$ cat src/common/adrs_pkg.sv
package adrs_pkg;

  // ==================================================================
  // addresses and widths
  localparam logic [7:0] STATUS_ADDR = 8'h00;
  localparam logic [7:0] DATA_LAST_ADDR = 8'h06;
  localparam logic [7:0] FULL_STEP = 8'h01;
  localparam logic [7:0] FAST_STEP = 8'h02;
  localparam int NUM_AXES = 3;
  localparam int AXIS_X = 0;
  localparam int AXIS_Y = 1;
  localparam int AXIS_Z = 2;
  localparam int FIFO_CNT_W = 6;
  localparam logic [1:0] FIFO_MODE_OFF = 2'h0;

  // ==================================================================
  // reset values
  localparam logic [2:0] AXIS_MASK_RESET = 3'h0;
  localparam logic [2:0] AXIS_MASK_ALL = 3'h7;
  localparam logic [7:0] BYTE_RESET = 8'h00;

  // ==================================================================
  // status byte layouts, msb first
  typedef struct packed {
    logic zyx_overwrite;
    logic [2:0] axis_overwrite;
    logic zyx_ready;
    logic [2:0] axis_ready;
  } adrs_data_ready_status_t;

  typedef struct packed {
    logic overflow;
    logic watermark;
    logic [FIFO_CNT_W-1:0] count;
  } adrs_fifo_status_t;

  typedef struct packed {
    logic req;
    logic fast;
  } adrs_rd_req_t;

  // ==================================================================
  // burst tracking, gray along idle, burst, hold
  typedef enum logic [1:0] {
    ADRS_IDLE = 2'b00,
    ADRS_BURST = 2'b01,
    ADRS_HOLD = 2'b11
  } adrs_state_t;

  function automatic logic any_bit(input logic [2:0] v);
    any_bit = |v;
  endfunction

endpackage

$ cat src/rtl/adrs_axis_flag.sv
`timescale 1ns/1ns
`default_nettype none
module adrs_axis_flag
(
  input wire logic clk_in,
  input wire logic rstn_in,
  input wire logic done_in,
  input wire logic hi_read_in,
  output logic ready_out,
  output logic overwrite_out,
  output logic lost_out
);
  import adrs_pkg::*;

  // ==================================================================
  // per-axis flags
  logic ready;
  logic overwrite;
  logic next_ready;
  logic next_overwrite;
  logic lost;

  always_comb
  begin
    // a read in the same cycle means the old value was taken
    lost = done_in & ready & ~hi_read_in;
    // set wins over clear so no completion is missed
    next_ready = done_in | (ready & ~hi_read_in);
    next_overwrite = lost | (overwrite & ~hi_read_in);
  end

  always_ff @(posedge clk_in or negedge rstn_in)
  begin
    if (!rstn_in)
    begin
      ready <= 1'b0;
      overwrite <= 1'b0;
    end
    else
    begin
      ready <= next_ready;
      overwrite <= next_overwrite;
    end
  end

  assign ready_out = ready;
  assign overwrite_out = overwrite;
  assign lost_out = lost;

endmodule
`default_nettype wire

$ cat src/rtl/adrs_addr_ptr.sv
`timescale 1ns/1ns
`default_nettype none
module adrs_addr_ptr
#(
  parameter logic [7:0] LAST_ADDR = adrs_pkg::DATA_LAST_ADDR
)
(
  input wire logic clk_in,
  input wire logic rstn_in,
  input wire logic load_in,
  input wire logic [7:0] load_addr_in,
  input wire logic home_in,
  input wire logic step_in,
  input wire logic fast_in,
  output logic [7:0] ptr_out
);
  import adrs_pkg::*;

  // ==================================================================
  // auto-increment pointer
  logic [7:0] ptr;
  logic [7:0] next_ptr;
  logic [8:0] sum;
  logic [7:0] step;

  always_comb
  begin
    // fast reads skip the low bytes once past the status byte
    step = (fast_in && ptr != STATUS_ADDR) ? FAST_STEP : FULL_STEP;
    sum = {1'b0, ptr} + {1'b0, step};
    next_ptr = ptr;
    if (load_in)
      next_ptr = load_addr_in;
    else if (home_in)
      next_ptr = STATUS_ADDR;
    else if (step_in)
    begin
      // wrap back so a burst restarts at the status byte
      if (sum > {1'b0, LAST_ADDR})
        next_ptr = STATUS_ADDR;
      else
        next_ptr = sum[7:0];
    end
  end

  always_ff @(posedge clk_in or negedge rstn_in)
  begin
    if (!rstn_in)
      ptr <= STATUS_ADDR;
    else
      ptr <= next_ptr;
  end

  assign ptr_out = ptr;

endmodule
`default_nettype wire

$ cat src/rtl/adrs_status_top.sv
`timescale 1ns/1ns
`default_nettype none
module adrs_status_top
#(
  parameter logic [7:0] LAST_ADDR = adrs_pkg::DATA_LAST_ADDR
)
(
  input wire logic clk_in,
  input wire logic rstn_in,
  input wire logic [2:0] axis_done_in,
  input wire logic [2:0] axis_enable_in,
  input wire logic [2:0] hi_byte_read_in,
  input wire logic [1:0] fifo_mode_in,
  input wire adrs_pkg::adrs_fifo_status_t fifo_status_in,
  input wire logic spi_mode_in,
  input wire logic burst_start_in,
  input wire logic [7:0] start_addr_in,
  input wire logic i2c_stop_in,
  input wire logic burst_end_in,
  input wire adrs_pkg::adrs_rd_req_t rd_req_in,
  input wire logic [7:0] ext_data_in,
  output logic [7:0] rd_data_out,
  output logic rd_valid_out,
  output logic [7:0] ptr_out,
  output adrs_pkg::adrs_data_ready_status_t data_ready_status_out,
  output logic burst_active_out
);
  import adrs_pkg::*;

  // ==================================================================
  // parameter checks
  // refuse settings that the fixed-width ports cannot serve
  if (LAST_ADDR == STATUS_ADDR)
  begin : g_bad_last
    $error("last data address must lie above the status address");
  end

  if (NUM_AXES != 3)
  begin : g_bad_axes
    $error("axis ports carry exactly three axes");
  end

  // both layouts share the one byte lane at the status address
  if ($bits(adrs_data_ready_status_t) != 8 || $bits(adrs_fifo_status_t) != 8)
  begin : g_bad_layout
    $error("status layouts must fill exactly one byte");
  end

  // the count must reach the full depth of thirty-two samples
  if (FIFO_CNT_W < 6)
  begin : g_bad_count
    $error("fifo sample count field is too narrow");
  end

  // ==================================================================
  // per-axis flags
  logic [2:0] axis_ready;
  logic [2:0] axis_overwrite;
  logic [2:0] axis_lost;

  // one instance per axis, so each clears on its own high-byte read
  for (genvar i = 0; i < NUM_AXES; i++)
  begin : g_axis
    adrs_axis_flag u_flag
    (
      .clk_in(clk_in),
      .rstn_in(rstn_in),
      .done_in(axis_done_in[i]),
      .hi_read_in(hi_byte_read_in[i]),
      .ready_out(axis_ready[i]),
      .overwrite_out(axis_overwrite[i]),
      .lost_out(axis_lost[i])
    );
  end

  // ==================================================================
  // combined flags
  // a clear only needs all three high bytes read once since the last
  // new sample; reads before the sample do not count toward the clear
  logic zyx_ready;
  logic zyx_overwrite;
  logic [2:0] read_seen;
  logic next_zyx_ready;
  logic next_zyx_overwrite;
  logic [2:0] next_read_seen;
  logic [2:0] seen_now;
  logic all_read;
  logic new_sample;
  logic any_lost;
  logic [2:0] enabled_done;

  always_comb
  begin
    // per-axis bits are not gated; enable only gates the combined ready set
    enabled_done = axis_done_in & axis_enable_in;
    new_sample = any_bit(enabled_done);
    any_lost = any_bit(axis_lost);
    seen_now = read_seen | hi_byte_read_in;
    all_read = (seen_now == AXIS_MASK_ALL);
    // an overwritten axis must be read again, even while disabled
    next_read_seen = seen_now & ~axis_lost;
    if (new_sample)
      next_read_seen = hi_byte_read_in & ~enabled_done;
    else if (all_read)
      next_read_seen = AXIS_MASK_RESET;
    // set wins over the clear in the same cycle
    next_zyx_ready = new_sample | (zyx_ready & ~all_read);
    next_zyx_overwrite = any_lost | (zyx_overwrite & ~all_read);
  end

  always_ff @(posedge clk_in or negedge rstn_in)
  begin
    if (!rstn_in)
    begin
      zyx_ready <= 1'b0;
      zyx_overwrite <= 1'b0;
      read_seen <= AXIS_MASK_RESET;
    end
    else
    begin
      zyx_ready <= next_zyx_ready;
      zyx_overwrite <= next_zyx_overwrite;
      read_seen <= next_read_seen;
    end
  end

  // ==================================================================
  // status byte
  adrs_data_ready_status_t data_ready_status;
  logic [7:0] status_byte;
  adrs_fifo_status_t fifo_byte;

  always_comb
  begin
    data_ready_status.zyx_overwrite = zyx_overwrite;
    data_ready_status.axis_overwrite = axis_overwrite;
    data_ready_status.zyx_ready = zyx_ready;
    data_ready_status.axis_ready = axis_ready;
    // fifo contents come from the fifo engine, only muxed here
    fifo_byte.overflow = fifo_status_in.overflow;
    fifo_byte.watermark = fifo_status_in.watermark;
    fifo_byte.count = fifo_status_in.count;
    // live flags, not the mirror, so a read never returns a stale byte
    if (fifo_mode_in == FIFO_MODE_OFF)
      status_byte = data_ready_status;
    else
      status_byte = fifo_byte;
  end

  // ==================================================================
  // burst tracking
  // in spi the pointer is held across the end of a burst; in i2c
  // the stop condition sends it home
  adrs_state_t state;
  adrs_state_t next_state;
  logic home;
  logic i2c_stop;

  // a stop only means something on the i2c link
  assign i2c_stop = !spi_mode_in && i2c_stop_in;

  always_comb
  begin
    next_state = state;
    home = 1'b0;
    // a new start wins in every state and reloads the pointer
    case (state)
      ADRS_IDLE:
      begin
        if (burst_start_in)
          next_state = ADRS_BURST;
      end
      ADRS_BURST:
      begin
        if (burst_start_in)
          next_state = ADRS_BURST;
        else if (i2c_stop)
        begin
          next_state = ADRS_IDLE;
          home = 1'b1;
        end
        else if (spi_mode_in && burst_end_in)
          next_state = ADRS_HOLD;
      end
      // hold keeps the pointer; the burst reopens only on a new start, which reloads it
      ADRS_HOLD:
      begin
        if (burst_start_in)
          next_state = ADRS_BURST;
        else if (!spi_mode_in)
          next_state = ADRS_IDLE;
      end
      default:
        next_state = ADRS_IDLE;
    endcase
    // a stop outside a burst still homes the pointer in i2c
    if (i2c_stop)
      home = 1'b1;
  end

  always_ff @(posedge clk_in or negedge rstn_in)
  begin
    if (!rstn_in)
      state <= ADRS_IDLE;
    else
      state <= next_state;
  end

  // ==================================================================
  // pointer
  logic rd_take;
  logic [7:0] ptr;

  // reads only advance while a burst is open
  // a read in the load cycle is dropped; the pointer is reloading
  assign rd_take = rd_req_in.req && (state == ADRS_BURST) && !burst_start_in;

  adrs_addr_ptr #(
    .LAST_ADDR(LAST_ADDR)
  ) u_ptr
  (
    .clk_in(clk_in),
    .rstn_in(rstn_in),
    .load_in(burst_start_in),
    .load_addr_in(start_addr_in),
    .home_in(home),
    .step_in(rd_take),
    .fast_in(rd_req_in.fast),
    .ptr_out(ptr)
  );

  // ==================================================================
  // read data
  // reading the status byte has no side effect on any flag
  // the mirror trails the flags by one edge so the output is a flop
  logic [7:0] rd_data;
  logic rd_valid;
  logic [7:0] next_rd_data;
  logic next_rd_valid;
  adrs_data_ready_status_t status_mirror;
  adrs_data_ready_status_t next_status_mirror;
  logic burst_active;
  logic next_burst_active;

  always_comb
  begin
    next_rd_valid = rd_take;
    next_rd_data = rd_data;
    if (rd_take)
    begin
      if (ptr == STATUS_ADDR)
        next_rd_data = status_byte;
      else
        next_rd_data = ext_data_in;
    end
    next_status_mirror = data_ready_status;
    next_burst_active = (next_state == ADRS_BURST);
  end

  always_ff @(posedge clk_in or negedge rstn_in)
  begin
    if (!rstn_in)
    begin
      rd_data <= BYTE_RESET;
      rd_valid <= 1'b0;
      status_mirror <= BYTE_RESET;
      burst_active <= 1'b0;
    end
    else
    begin
      rd_data <= next_rd_data;
      rd_valid <= next_rd_valid;
      status_mirror <= next_status_mirror;
      burst_active <= next_burst_active;
    end
  end

  // ==================================================================
  // outputs
  // all straight from registers, nothing combinational on the pins
  assign rd_data_out = rd_data;
  assign rd_valid_out = rd_valid;
  assign ptr_out = ptr;
  assign data_ready_status_out = status_mirror;
  assign burst_active_out = burst_active;

endmodule
`default_nettype wire

$ cat config.mk
export PLATFORM = sky130hd
export DESIGN_NAME = adrs_status_top
export DESIGN_NICKNAME = d
export VERILOG_FILES = /design/src/common/adrs_pkg.sv /design/src/rtl/adrs_axis_flag.sv /design/src/rtl/adrs_addr_ptr.sv /design/src/rtl/adrs_status_top.sv
export SDC_FILE = /design/constraint.sdc
export NUM_CORES = 1
export LEC_CHECK = 0
export BUFFER_PORTS_ARGS = -buffer_cell sky130_fd_sc_hd__buf_2
export CAP_MARGIN = 25
export CORE_UTILIZATION = 48
export DETAILED_ROUTE_END_ITERATION = 16
export GPL_TIMING_DRIVEN = 0
export PLACE_DENSITY = 0.82
export SYNTH_ARGS = -nofsm -noshare
export SYNTH_HDL_FRONTEND = slang
export SYNTH_SLANG_ARGS = --single-unit
export TNS_END_PERCENT = 50
$ cat constraint.sdc
create_clock -name clk_in -period 3 [get_ports clk_in]
set_input_delay 0.6 -clock clk_in [delete_from_list [all_inputs] [get_ports clk_in]]
set_output_delay 0.6 -clock clk_in [all_outputs]
set_load 0.005 [all_outputs]
Yosys cells after proc, flatten, opt, wreduce, memory -nomap -nowiden. Index checks and enable logic that the tools add are counted.

Word-level logic and storage cells: 87. Output and inout bits: 26. Bits in registers: 39. Input bits: 43.

Mux-type cells: 17. $lt $le $gt $ge: 1. Reductions and logical operators: 14. Bitwise operators: 32. $add $sub $neg: 1. Equal/unequal tests: 4.

Operators with widths (number): 8-bit two-way mux (6); 1-bit AND (14); 2-bit two-way mux (7); 8-bit by 8-bit adder with 9-bit output (1); 3-bit AND (3); 9-bit by 3-bit greater-than comparator with 1-bit output (second input constant) (1); 8-bit zero test (1); 1-bit bitwise OR (8); 8-bit nonzero test (1); 3-bit two-way mux (2); 3-bit NOT (2); 2-bit case mux with 3 select lines (1); 3-bit OR reduction (2); 1-bit logical AND (5); 2-bit by 1-bit equality test with 1-bit output (second input constant) (2); 2-bit zero test (2); 1-bit NOT (4); 3-bit equality test (second input constant) (1); 3-bit bitwise OR (1); 3-bit nonzero test (1); 2-bit equality test (second input constant) (1); 1-bit zero test (2); 1-bit two-way mux (1).

Depth between registers and ports, before layout. Gate-level depths: netlist of run 1.

Word-level depth: 9. Depth in mapped cells: 11. Gate-level depth less buffers: 9.

Hierarchy. Synthesis of run 1 repeated with hierarchy kept, for this count alone.

Cell total of the unflattened synthesis: 183. Area total of the unflattened synthesis: 1968.1 µm².

By module, submodules not included: adrs_status_top (cells an instance 114, times used 1, area an instance 1212.4 µm², seq. area each 625.6 µm²); adrs_addr_ptr (cells an instance 48, times used 1, area an instance 526.8 µm², seq. area each 200.2 µm²); adrs_axis_flag (cells an instance 7, times used 3, area an instance 76.3 µm², seq. area each 50.0 µm²).

Least setup slack after synthesis of run 1. No wires, ideal clock.

Path type: flip-flop to flip-flop. Start point: register u_ptr.ptr[2], in the netlist u_ptr.ptr_out[2]. End point: register u_ptr.ptr[1], in the netlist u_ptr.ptr_out[1]. Arrival: 2453 ps. Path buffers: 2. Data required time: 2896 ps. Stages on the path, launching flop included: 12. Slack: 443 ps. Clock period less this slack: 2557 ps. Library setup time: 104 ps. Cell sequence: dfrtp_1 buf_6 nor4_1 nand3_1 buf_2 nand2_1 inv_1 fa_1 xor2_1 a311oi_1 nand4_1 o41ai_2.

Word-level cells in the longest chain between the ends: 9.

Ends and longest elaborated chain: start, declared (line adrs_addr_ptr.sv:21) `logic [7:0] ptr;`; start signal, assigned (line adrs_addr_ptr.sv:51) `ptr <= next_ptr;`; 8-bit nonzero test (line adrs_addr_ptr.sv:29) `step = (fast_in && ptr != STATUS_ADDR) ? FAST_STEP : FULL_STEP;`; 1-bit logical AND (line adrs_addr_ptr.sv:29); 2-bit two-way mux (line adrs_addr_ptr.sv:29); 8-bit by 8-bit adder with 9-bit output (*) (line adrs_addr_ptr.sv:30) `sum = {1'b0, ptr} + {1'b0, step};`; 9-bit by 3-bit greater-than comparator with 1-bit output (line adrs_addr_ptr.sv:39) `if (sum > {1'b0, LAST_ADDR})`; 8-bit two-way mux (*) (line adrs_addr_ptr.sv:39); 8-bit two-way mux (*) (line adrs_addr_ptr.sv:36) `else if (step_in)`; 8-bit two-way mux (*) (line adrs_addr_ptr.sv:34) `else if (home_in)`; 8-bit two-way mux (*) (line adrs_addr_ptr.sv:32) `if (load_in)`.

Mark *: on every way between the ends. The rest lies on a longest branch, timed or not. The select of a mux whose other input is x is not followed. A chain may end at the register's enable or synchronous reset.

Worst setup path after layout of run 1.
Start point: register u_ptr.ptr[4], in the netlist u_ptr.ptr_out[4]. End point: register u_ptr.ptr[1], in the netlist u_ptr.ptr_out[1].

Same word-level chain as after synthesis.

==> results.py, run 1 <==
metrics = {
    "status": {
        "status": "complete, no violations",
    },
    "clock_tree": {
        "clockBufferDepth": 2,
        "cts_buffers": 5,
        "cts-htree-levels": 2,
        "postCtsSetupBuffers": 0,
        "clock_latency_ps": 290,
        "clkSlewWorstSetupHoldPaths_ps": 80,
        "clkSinkCount": 39,
        "cts_root_buf": "clkbuf_8",
        "cts_tree": "done",
    },
    "logic_synthesis": {
        "synth-seq-area-share_pct": 53.3,
        "synth_cells": 167,
        "ys_types": 41,
        "avgSynthCellArea_um2": 11.0,
        "synthTopCellsByArea": "dfrtp_1, mux2i_1, mux2_2",
        "yosysWarnings": 0,
        "synth.top_cell.area_share_pct": 53.3,
        "async_flop_share_pct": 100,
        "ys_ff_latch": 39,
        "synth_edf_count": 0,
        "synthFlopType": "dfrtp_1",
        "syn_area_mm2": 0.00183,
        "syn-num-nets": 213,
        "synth_top_area_cell": "dfrtp_1",
    },
    "floorplanning": {
        "die_h_um": 63.8,
        "coreArea_mm2": 0.00366,
        "fp-row-count": 22,
        "fp.dieW_um": 63.8,
        "ios": 69,
        "initial_core_util_pct": 50.0,
        "die_area_mm2": 0.00407,
    },
    "grt": {
        "grt_pass1_vias": 1583,
        "grt_overflow": 0,
        "antenna_found_initial": 0,
        "grt_pass1_wl_um": 7050,
        "track_usage_pct": 23.0,
        "grt_max_degree": 40,
    },
    "place": {
        "dpl.hpwl_um": 3150,
        "port_buffers": 68,
        "gp_congestion": 0.916,
    },
    "detailed_routing": {
        "wl_met2_um": 1970,
        "final_antenna_net_count": 0,
        "drt-met1-wl_um": 1780,
        "drc": 0,
        "via_per_inst": 5.47,
        "routed-wl-met3_um": 341,
        "wl_per_cell_um": 14.2,
        "routed_wl_um": 4140,
        "top_layer": "met4",
        "vias": 1593,
        "drt_first_iter_violations": 124,
        "firstDrtPassIters": 5,
    },
    "setup_path": {
        "cp_top_family": "adder cells",
        "critPathCapture": "u_ptr.ptr_out[1]$_DFFE_PN0P_",
        "worst_setup_path_start_kind": "register",
        "cp_data_arrival_time_ps": 2930,
        "critPathCaptureType": "register",
        "cp_num_cells": 10,
        "worstPathCellList": "nor2_1 > nand3_1 > buf_2 > nand2_1 > ha_1 > fa_2 > xor2_1 > a311oi_1 > nand4_1 > o41ai_2",
        "slowest_stage": "dfrtp_1",
        "crit_fanout": 9,
        "path_buf_inv": 1,
        "reg2reg_from": "u_ptr.ptr_out[4]$_DFFE_PN0P_",
        "crit_type": "reg -> reg",
        "required_ps": 3190,
        "r2r-end": "u_ptr.ptr_out[1]$_DFFE_PN0P_",
        "critPathMaxStageDelay_ps": 480,
        "rrSetupSlack_ps": 260,
        "reg2reg_depth": 10,
        "critPathLaunch": "u_ptr.ptr_out[4]$_DFFE_PN0P_",
    },
    "pwr": {
        "p_sw_mw": 0.349,
        "p_int_mw": 0.892,
        "p_per_area_mw_per_mm2": 532,
        "p_clk_share_pct": 29.9,
        "swShare_pct": 28.1,
        "p_seq_share_pct": 50.5,
        "finalPower_mw": 1.24,
        "ir_drop_mv": 0.349,
        "combPwrFrac_pct": 19.6,
        "cellLeakagePower_nw": 1.19,
    },
    "timing": {
        "hold_violations": 0,
        "tightest_slew_ps": 850,
        "finalSetupViolations": 0,
        "fin_crit_ps": 2740,
        "grt_setup_unrepaired": "false",
        "slew_violations": 0,
        "setup_tns_ps": 0,
        "fmax_mhz": 365,
        "fin_crit_sh_pct": 91.3,
        "max_slew_margin_pct": 43.3,
        "finalClockSkew_ps": 5.57,
        "whs_ps": 416,
    },
    "layout": {
        "multi_input_area_um2": 796,
        "final_common_cell": "buf_2",
        "area_growth_pct": 27.3,
        "nNetsFinal": 288,
        "drive_above_1_share_pct": 38.3,
        "fill_cells": 295,
        "most-common-layout-cells": "buf_2, dfrtp_1, nand2_1",
        "num_antenna_cells": 0,
        "register_area_um2": 977,
    },
    "hold_path": {
        "hp-class": "in -> async",
    },
    "job": {
        "cap_violations": 0,
    },
}
[metal layers]
metal | global-route usage [%] | vias to the layer above
met1 | 28.5 | 754
met5 | 0 | -
met3 | 6.43 | 7
met4 | 7.67 | 0
li1 | - | 757
met2 | 38.4 | 75
[cell families (layout without fill, tap and decap cells)]
| logic type | Yosys count | count (layout) | synth area share [%] |
|---|---|---|---|
| AOI/OAI and AO/OA | 45 | 45 | 17.1 |
| buffers and inverters | 14 | 90 | 3.42 |
| xor gates and xnor gates | 1 | 1 | 0.478 |
| and+or+nand+nor | 48 | 48 | 13.4 |
| adders and majority gates | 3 | 3 | 2.46 |
| muxes | 17 | 17 | 9.84 |
| DFF | 39 | 39 | 53.3 |
[state kept, by name, summed over array words and instances, names as in the netlist]
register and flops:
data_ready_status_out 8, rd_data_out 8, u_ptr.ptr_out 8, g_axis.u_flag.overwrite_out 3, g_axis.u_flag.ready_out 3, read_seen 3
state 2, burst_active_out 1, rd_valid_out 1, zyx_overwrite 1, zyx_ready 1
[Yosys cell counts (2+ instances only)]
library cell / count
buf_2: 2
nand3_1: 4
clkbuf_1: 2
mux2_2: 8
inv_1: 9
a21oi_1: 7
a311oi_1: 2
o2bb2ai_1: 2
dfrtp_1: 39
nand2b_1: 2
a21o_1: 3
nor4_1: 2
o31ai_1: 3
mux2i_1: 9
a22oi_1: 3
nand4_1: 2
nand2_1: 15
a222oi_1: 2
o21ai_0: 14
a22o_1: 5
nor2_1: 11
ha_1: 2
[cell type report]
type	count	share of cell area, %
Buffer	5	1.23
Clock buffer	6	3.54
Clock inverter	2	0.590
Inverter	9	1.45
Multi-Input combinational cell	114	34.1
Sequential cell	39	41.9
Tap cell	48	2.58
Timing Repair Buffer	68	14.6
[power by group through the flow]
stage | clock [mW] | combinational, mW | sequential (mW)
6_report | 0.371 | 0.243 | 0.627
5_1_grt | 0.404 | 0.275 | 0.635
4_1_cts | 0.381 | 0.246 | 0.626
3_5_place_dp | 0 | 0.245 | 0.636
3_3_place_gp | 0 | 0.237 | 0.634
2_1_floorplan | 0 | 0.127 | 0.633
[stage by stage]
| stage | instance area (um^2) | setup WS, ps | instances | utilization, % |
|---|---|---|---|---|
| 3_5_place_dp | 2230 | 149 | 283 | 61.0 |
| 5_1_grt | 2330 | 2.96 | 291 | 63.7 |
| 6_report | 2330 | 262 | 291 | 63.7 |
| 3_3_place_gp | 2230 | 234 | 283 | 61.0 |
| 4_1_cts | 2330 | 127 | 291 | 63.6 |
| 2_1_floorplan | 1830 | 443 | 167 | - |
[how the worst min path moves through the flow]
| stage | startpoint | end | slack [ps] |
|---|---|---|---|
| 2_1_floorplan | rstn_in | burst_active_out$_DFF_PN0_ | 300 |
| 3_3_place_gp | g_axis[2].u_flag.overwrite_out$_DFF_PN0_ | data_ready_status_out[6]$_DFF_PN0_ | 380 |
| 3_5_place_dp | g_axis[2].u_flag.overwrite_out$_DFF_PN0_ | data_ready_status_out[6]$_DFF_PN0_ | 400 |
| 4_1_cts | g_axis[2].u_flag.overwrite_out$_DFF_PN0_ | data_ready_status_out[6]$_DFF_PN0_ | 420 |
| 5_1_grt | zyx_ready$_DFF_PN0_ | data_ready_status_out[3]$_DFF_PN0_ | 430 |
| 6_report | rstn_in | u_ptr.ptr_out[6]$_DFFE_PN0P_ | 420 |
[timing repair]
| item | CTS | global route |
|---|---|---|
| gates resized for setup | 0 | 2 |
| hold buffers | 0 | 0 |
| setup endpoints to repair | 0 | 2 |
(Power assumes the default switching activity.)
==> inputs of run 2 (changes only) <==
- RECOVER_POWER: unset -> 100
==> run 2 against run 1 <==
The flow now finishes with violations (max-capacitance violations, max-slew violations). Critical path depth unchanged. Via count is 0.13% lower. Design area fell by 0.97%. Non-clock buffer count unchanged. Combinational power is 3% lower. Wire length is 0.41% higher. Clock skew shrank 0.89 ps. Critical endpoint unchanged. Highest routed layer unchanged.
==> results.py, run 2 (synthesized netlist as in run 1, its figures left out) <==
metrics = {
    "detailed_routing": {
        "final_antenna_net_count": 0,
        "firstDrtPassIters": 5,
        "vias": 1591,
        "routed_wl_um": 4160,
        "drc": 0,
        "via_per_inst": 5.47,
        "wl_per_cell_um": 14.3,
        "drt_first_iter_violations": 121,
    },
    "floorplanning": {
        "die_area_mm2": 0.00407,
        "initial_core_util_pct": 50.0,
        "coreArea_mm2": 0.00366,
        "fp-row-count": 22,
        "ios": 69,
        "fp.dieW_um": 63.8,
        "die_h_um": 63.8,
    },
    "timing": {
        "fin_crit_sh_pct": 90.8,
        "finalClockSkew_ps": 4.68,
        "grt_setup_unrepaired": "false",
        "tightest_slew_ps": 2040,
        "slew_violations": 40,
        "setup_tns_ps": 0,
        "fin_crit_ps": 2720,
        "finalSetupViolations": 0,
        "hold_violations": 0,
        "max_slew_margin_pct": -35.9,
        "fmax_mhz": 367,
    },
    "clock_tree": {
        "cts_buffers": 5,
        "cts_tree": "done",
        "clockBufferDepth": 2,
        "clock_latency_ps": 290,
        "cts-htree-levels": 2,
        "hold_buffers": 0,
        "cts_root_buf": "clkbuf_8",
        "clkSinkCount": 39,
        "clkSlewWorstSetupHoldPaths_ps": 80,
    },
    "hold_path": {
        "hp-class": "reg -> reg",
        "holdPathEnd": "data_ready_status_out[6]$_DFF_PN0_",
        "min_path_cells": 0,
        "worstHoldStart": "g_axis[2].u_flag.overwrite_out$_DFF_PN0_",
    },
    "setup_path": {
        "crit_fanout": 9,
        "rrSetupSlack_ps": 280,
        "r2r-end": "u_ptr.ptr_out[1]$_DFFE_PN0P_",
        "critPathCaptureType": "register",
        "crit_type": "reg -> reg",
        "reg2reg_from": "u_ptr.ptr_out[4]$_DFFE_PN0P_",
        "reg2reg_depth": 10,
        "cp_data_arrival_time_ps": 2910,
        "worst_setup_path_start_kind": "register",
        "required_ps": 3190,
    },
    "grt": {
        "grt_pass1_vias": 1583,
        "track_usage_pct": 23.0,
        "grt_max_degree": 40,
        "grt_overflow": 0,
        "antenna_found_initial": 0,
        "grt_pass1_wl_um": 7050,
    },
    "layout": {
        "final_common_cell": "buf_2",
        "drive_above_1_share_pct": 30.9,
        "area_growth_pct": 26.1,
        "most-common-layout-cells": "buf_2, dfrtp_1, clkbuf_1",
        "fill_cells": 305,
        "fin_area_mm2": 0.00231,
        "nNetsFinal": 288,
        "num_antenna_cells": 0,
    },
    "pwr": {
        "cellLeakagePower_nw": 1.14,
        "p_per_area_mw_per_mm2": 535,
        "ir_drop_mv": 0.348,
    },
    "place": {
        "dpl-instance-area_mm2": 0.00223,
        "dpl.hpwl_um": 3150,
        "port_buffers": 68,
        "gp_congestion": 0.916,
    },
    "status": {
        "status": "complete, but fails checks",
        "violations": "max-capacitance violations, max-slew violations",
    },
    "job": {
        "cap_violations": 1,
    },
}
-- run 2: cell count changes in the layout (fill, tap and decap cells not counted), sizes merged --
cell	before	now
clkbuf	8	24
buf	71	55
-- run 2: area by class of cell --
type,count,area (um^2),area share [%]
Tap cell,48,60.1,2.60
Clock inverter,2,13.8,0.596
Inverter,9,33.8,1.46
Sequential cell,39,977,42.3
Multi-Input combinational cell,114,796,34.5
Clock buffer,6,82.6,3.58
Buffer,5,27.5,1.19
Timing Repair Buffer,68,319,13.8
-- run 2: where the power goes --
part,total (mW),switching [mW],internal [mW]
combinational,0.235,0.123,0.112
clock,0.373,0.185,0.188
sequential,0.627,0.0426,0.585
total,1.24,0.351,0.884
-- run 2: what timing repair did --
| action | 4_1_cts | 5_1_grt |
|---|---|---|
| endpoints found under the hold margin | 0 | 0 |
| resized for setup | 0 | 2 |
| setup buffers | 0 | 0 |
| endpoints found under the setup margin | 0 | 2 |
-- run 2: layer usage --
metal	vias to the layer above	track usage, %	part of all wire (%)
li1	757	-	-
met1	751	28.5	43
met2	76	38.4	47
met3	7	6.43	8.8
met4	0	7.67	1.3
met5	-	0	0
-- run 2: worst max path at each step --
| stage | start | end | slack [ps] |
|---|---|---|---|
| after CTS | u_ptr.ptr_out[3]$_DFFE_PN0P_ | u_ptr.ptr_out[1]$_DFFE_PN0P_ | 130 |
| final | u_ptr.ptr_out[4]$_DFFE_PN0P_ | u_ptr.ptr_out[1]$_DFFE_PN0P_ | 280 |
| after detailed placement | u_ptr.ptr_out[3]$_DFFE_PN0P_ | u_ptr.ptr_out[1]$_DFFE_PN0P_ | 150 |
| after floorplan | u_ptr.ptr_out[2]$_DFFE_PN0P_ | u_ptr.ptr_out[1]$_DFFE_PN0P_ | 440 |
| after global routing | u_ptr.ptr_out[3]$_DFFE_PN0P_ | u_ptr.ptr_out[1]$_DFFE_PN0P_ | 3 |
| after global placement | u_ptr.ptr_out[3]$_DFFE_PN0P_ | u_ptr.ptr_out[1]$_DFFE_PN0P_ | 230 |
-- run 2: critical path: stages, from the launching register on --
cell and delay, ps:
dfrtp_1 480, nor2_1 100, nand3_1 80, buf_2 260, nand2_1 120, ha_1 230
fa_2 380, xor2_1 150, a311oi_1 260, nand4_1 220, o41ai_2 330
-- run 2: metrics by stage --
step                hold WS (ps)  std cells  power (mW)  utilization, %  worst slack, ps
global placement             382        283       0.871            61.0              234
detailed placement           398        283       0.881            61.0              149
floorplan                    304        167       0.759               -              443
finish                       419        291        1.24            63.1              275
global route                 434        291        1.31            63.1             2.96
CTS                          416        291        1.25            63.6              127
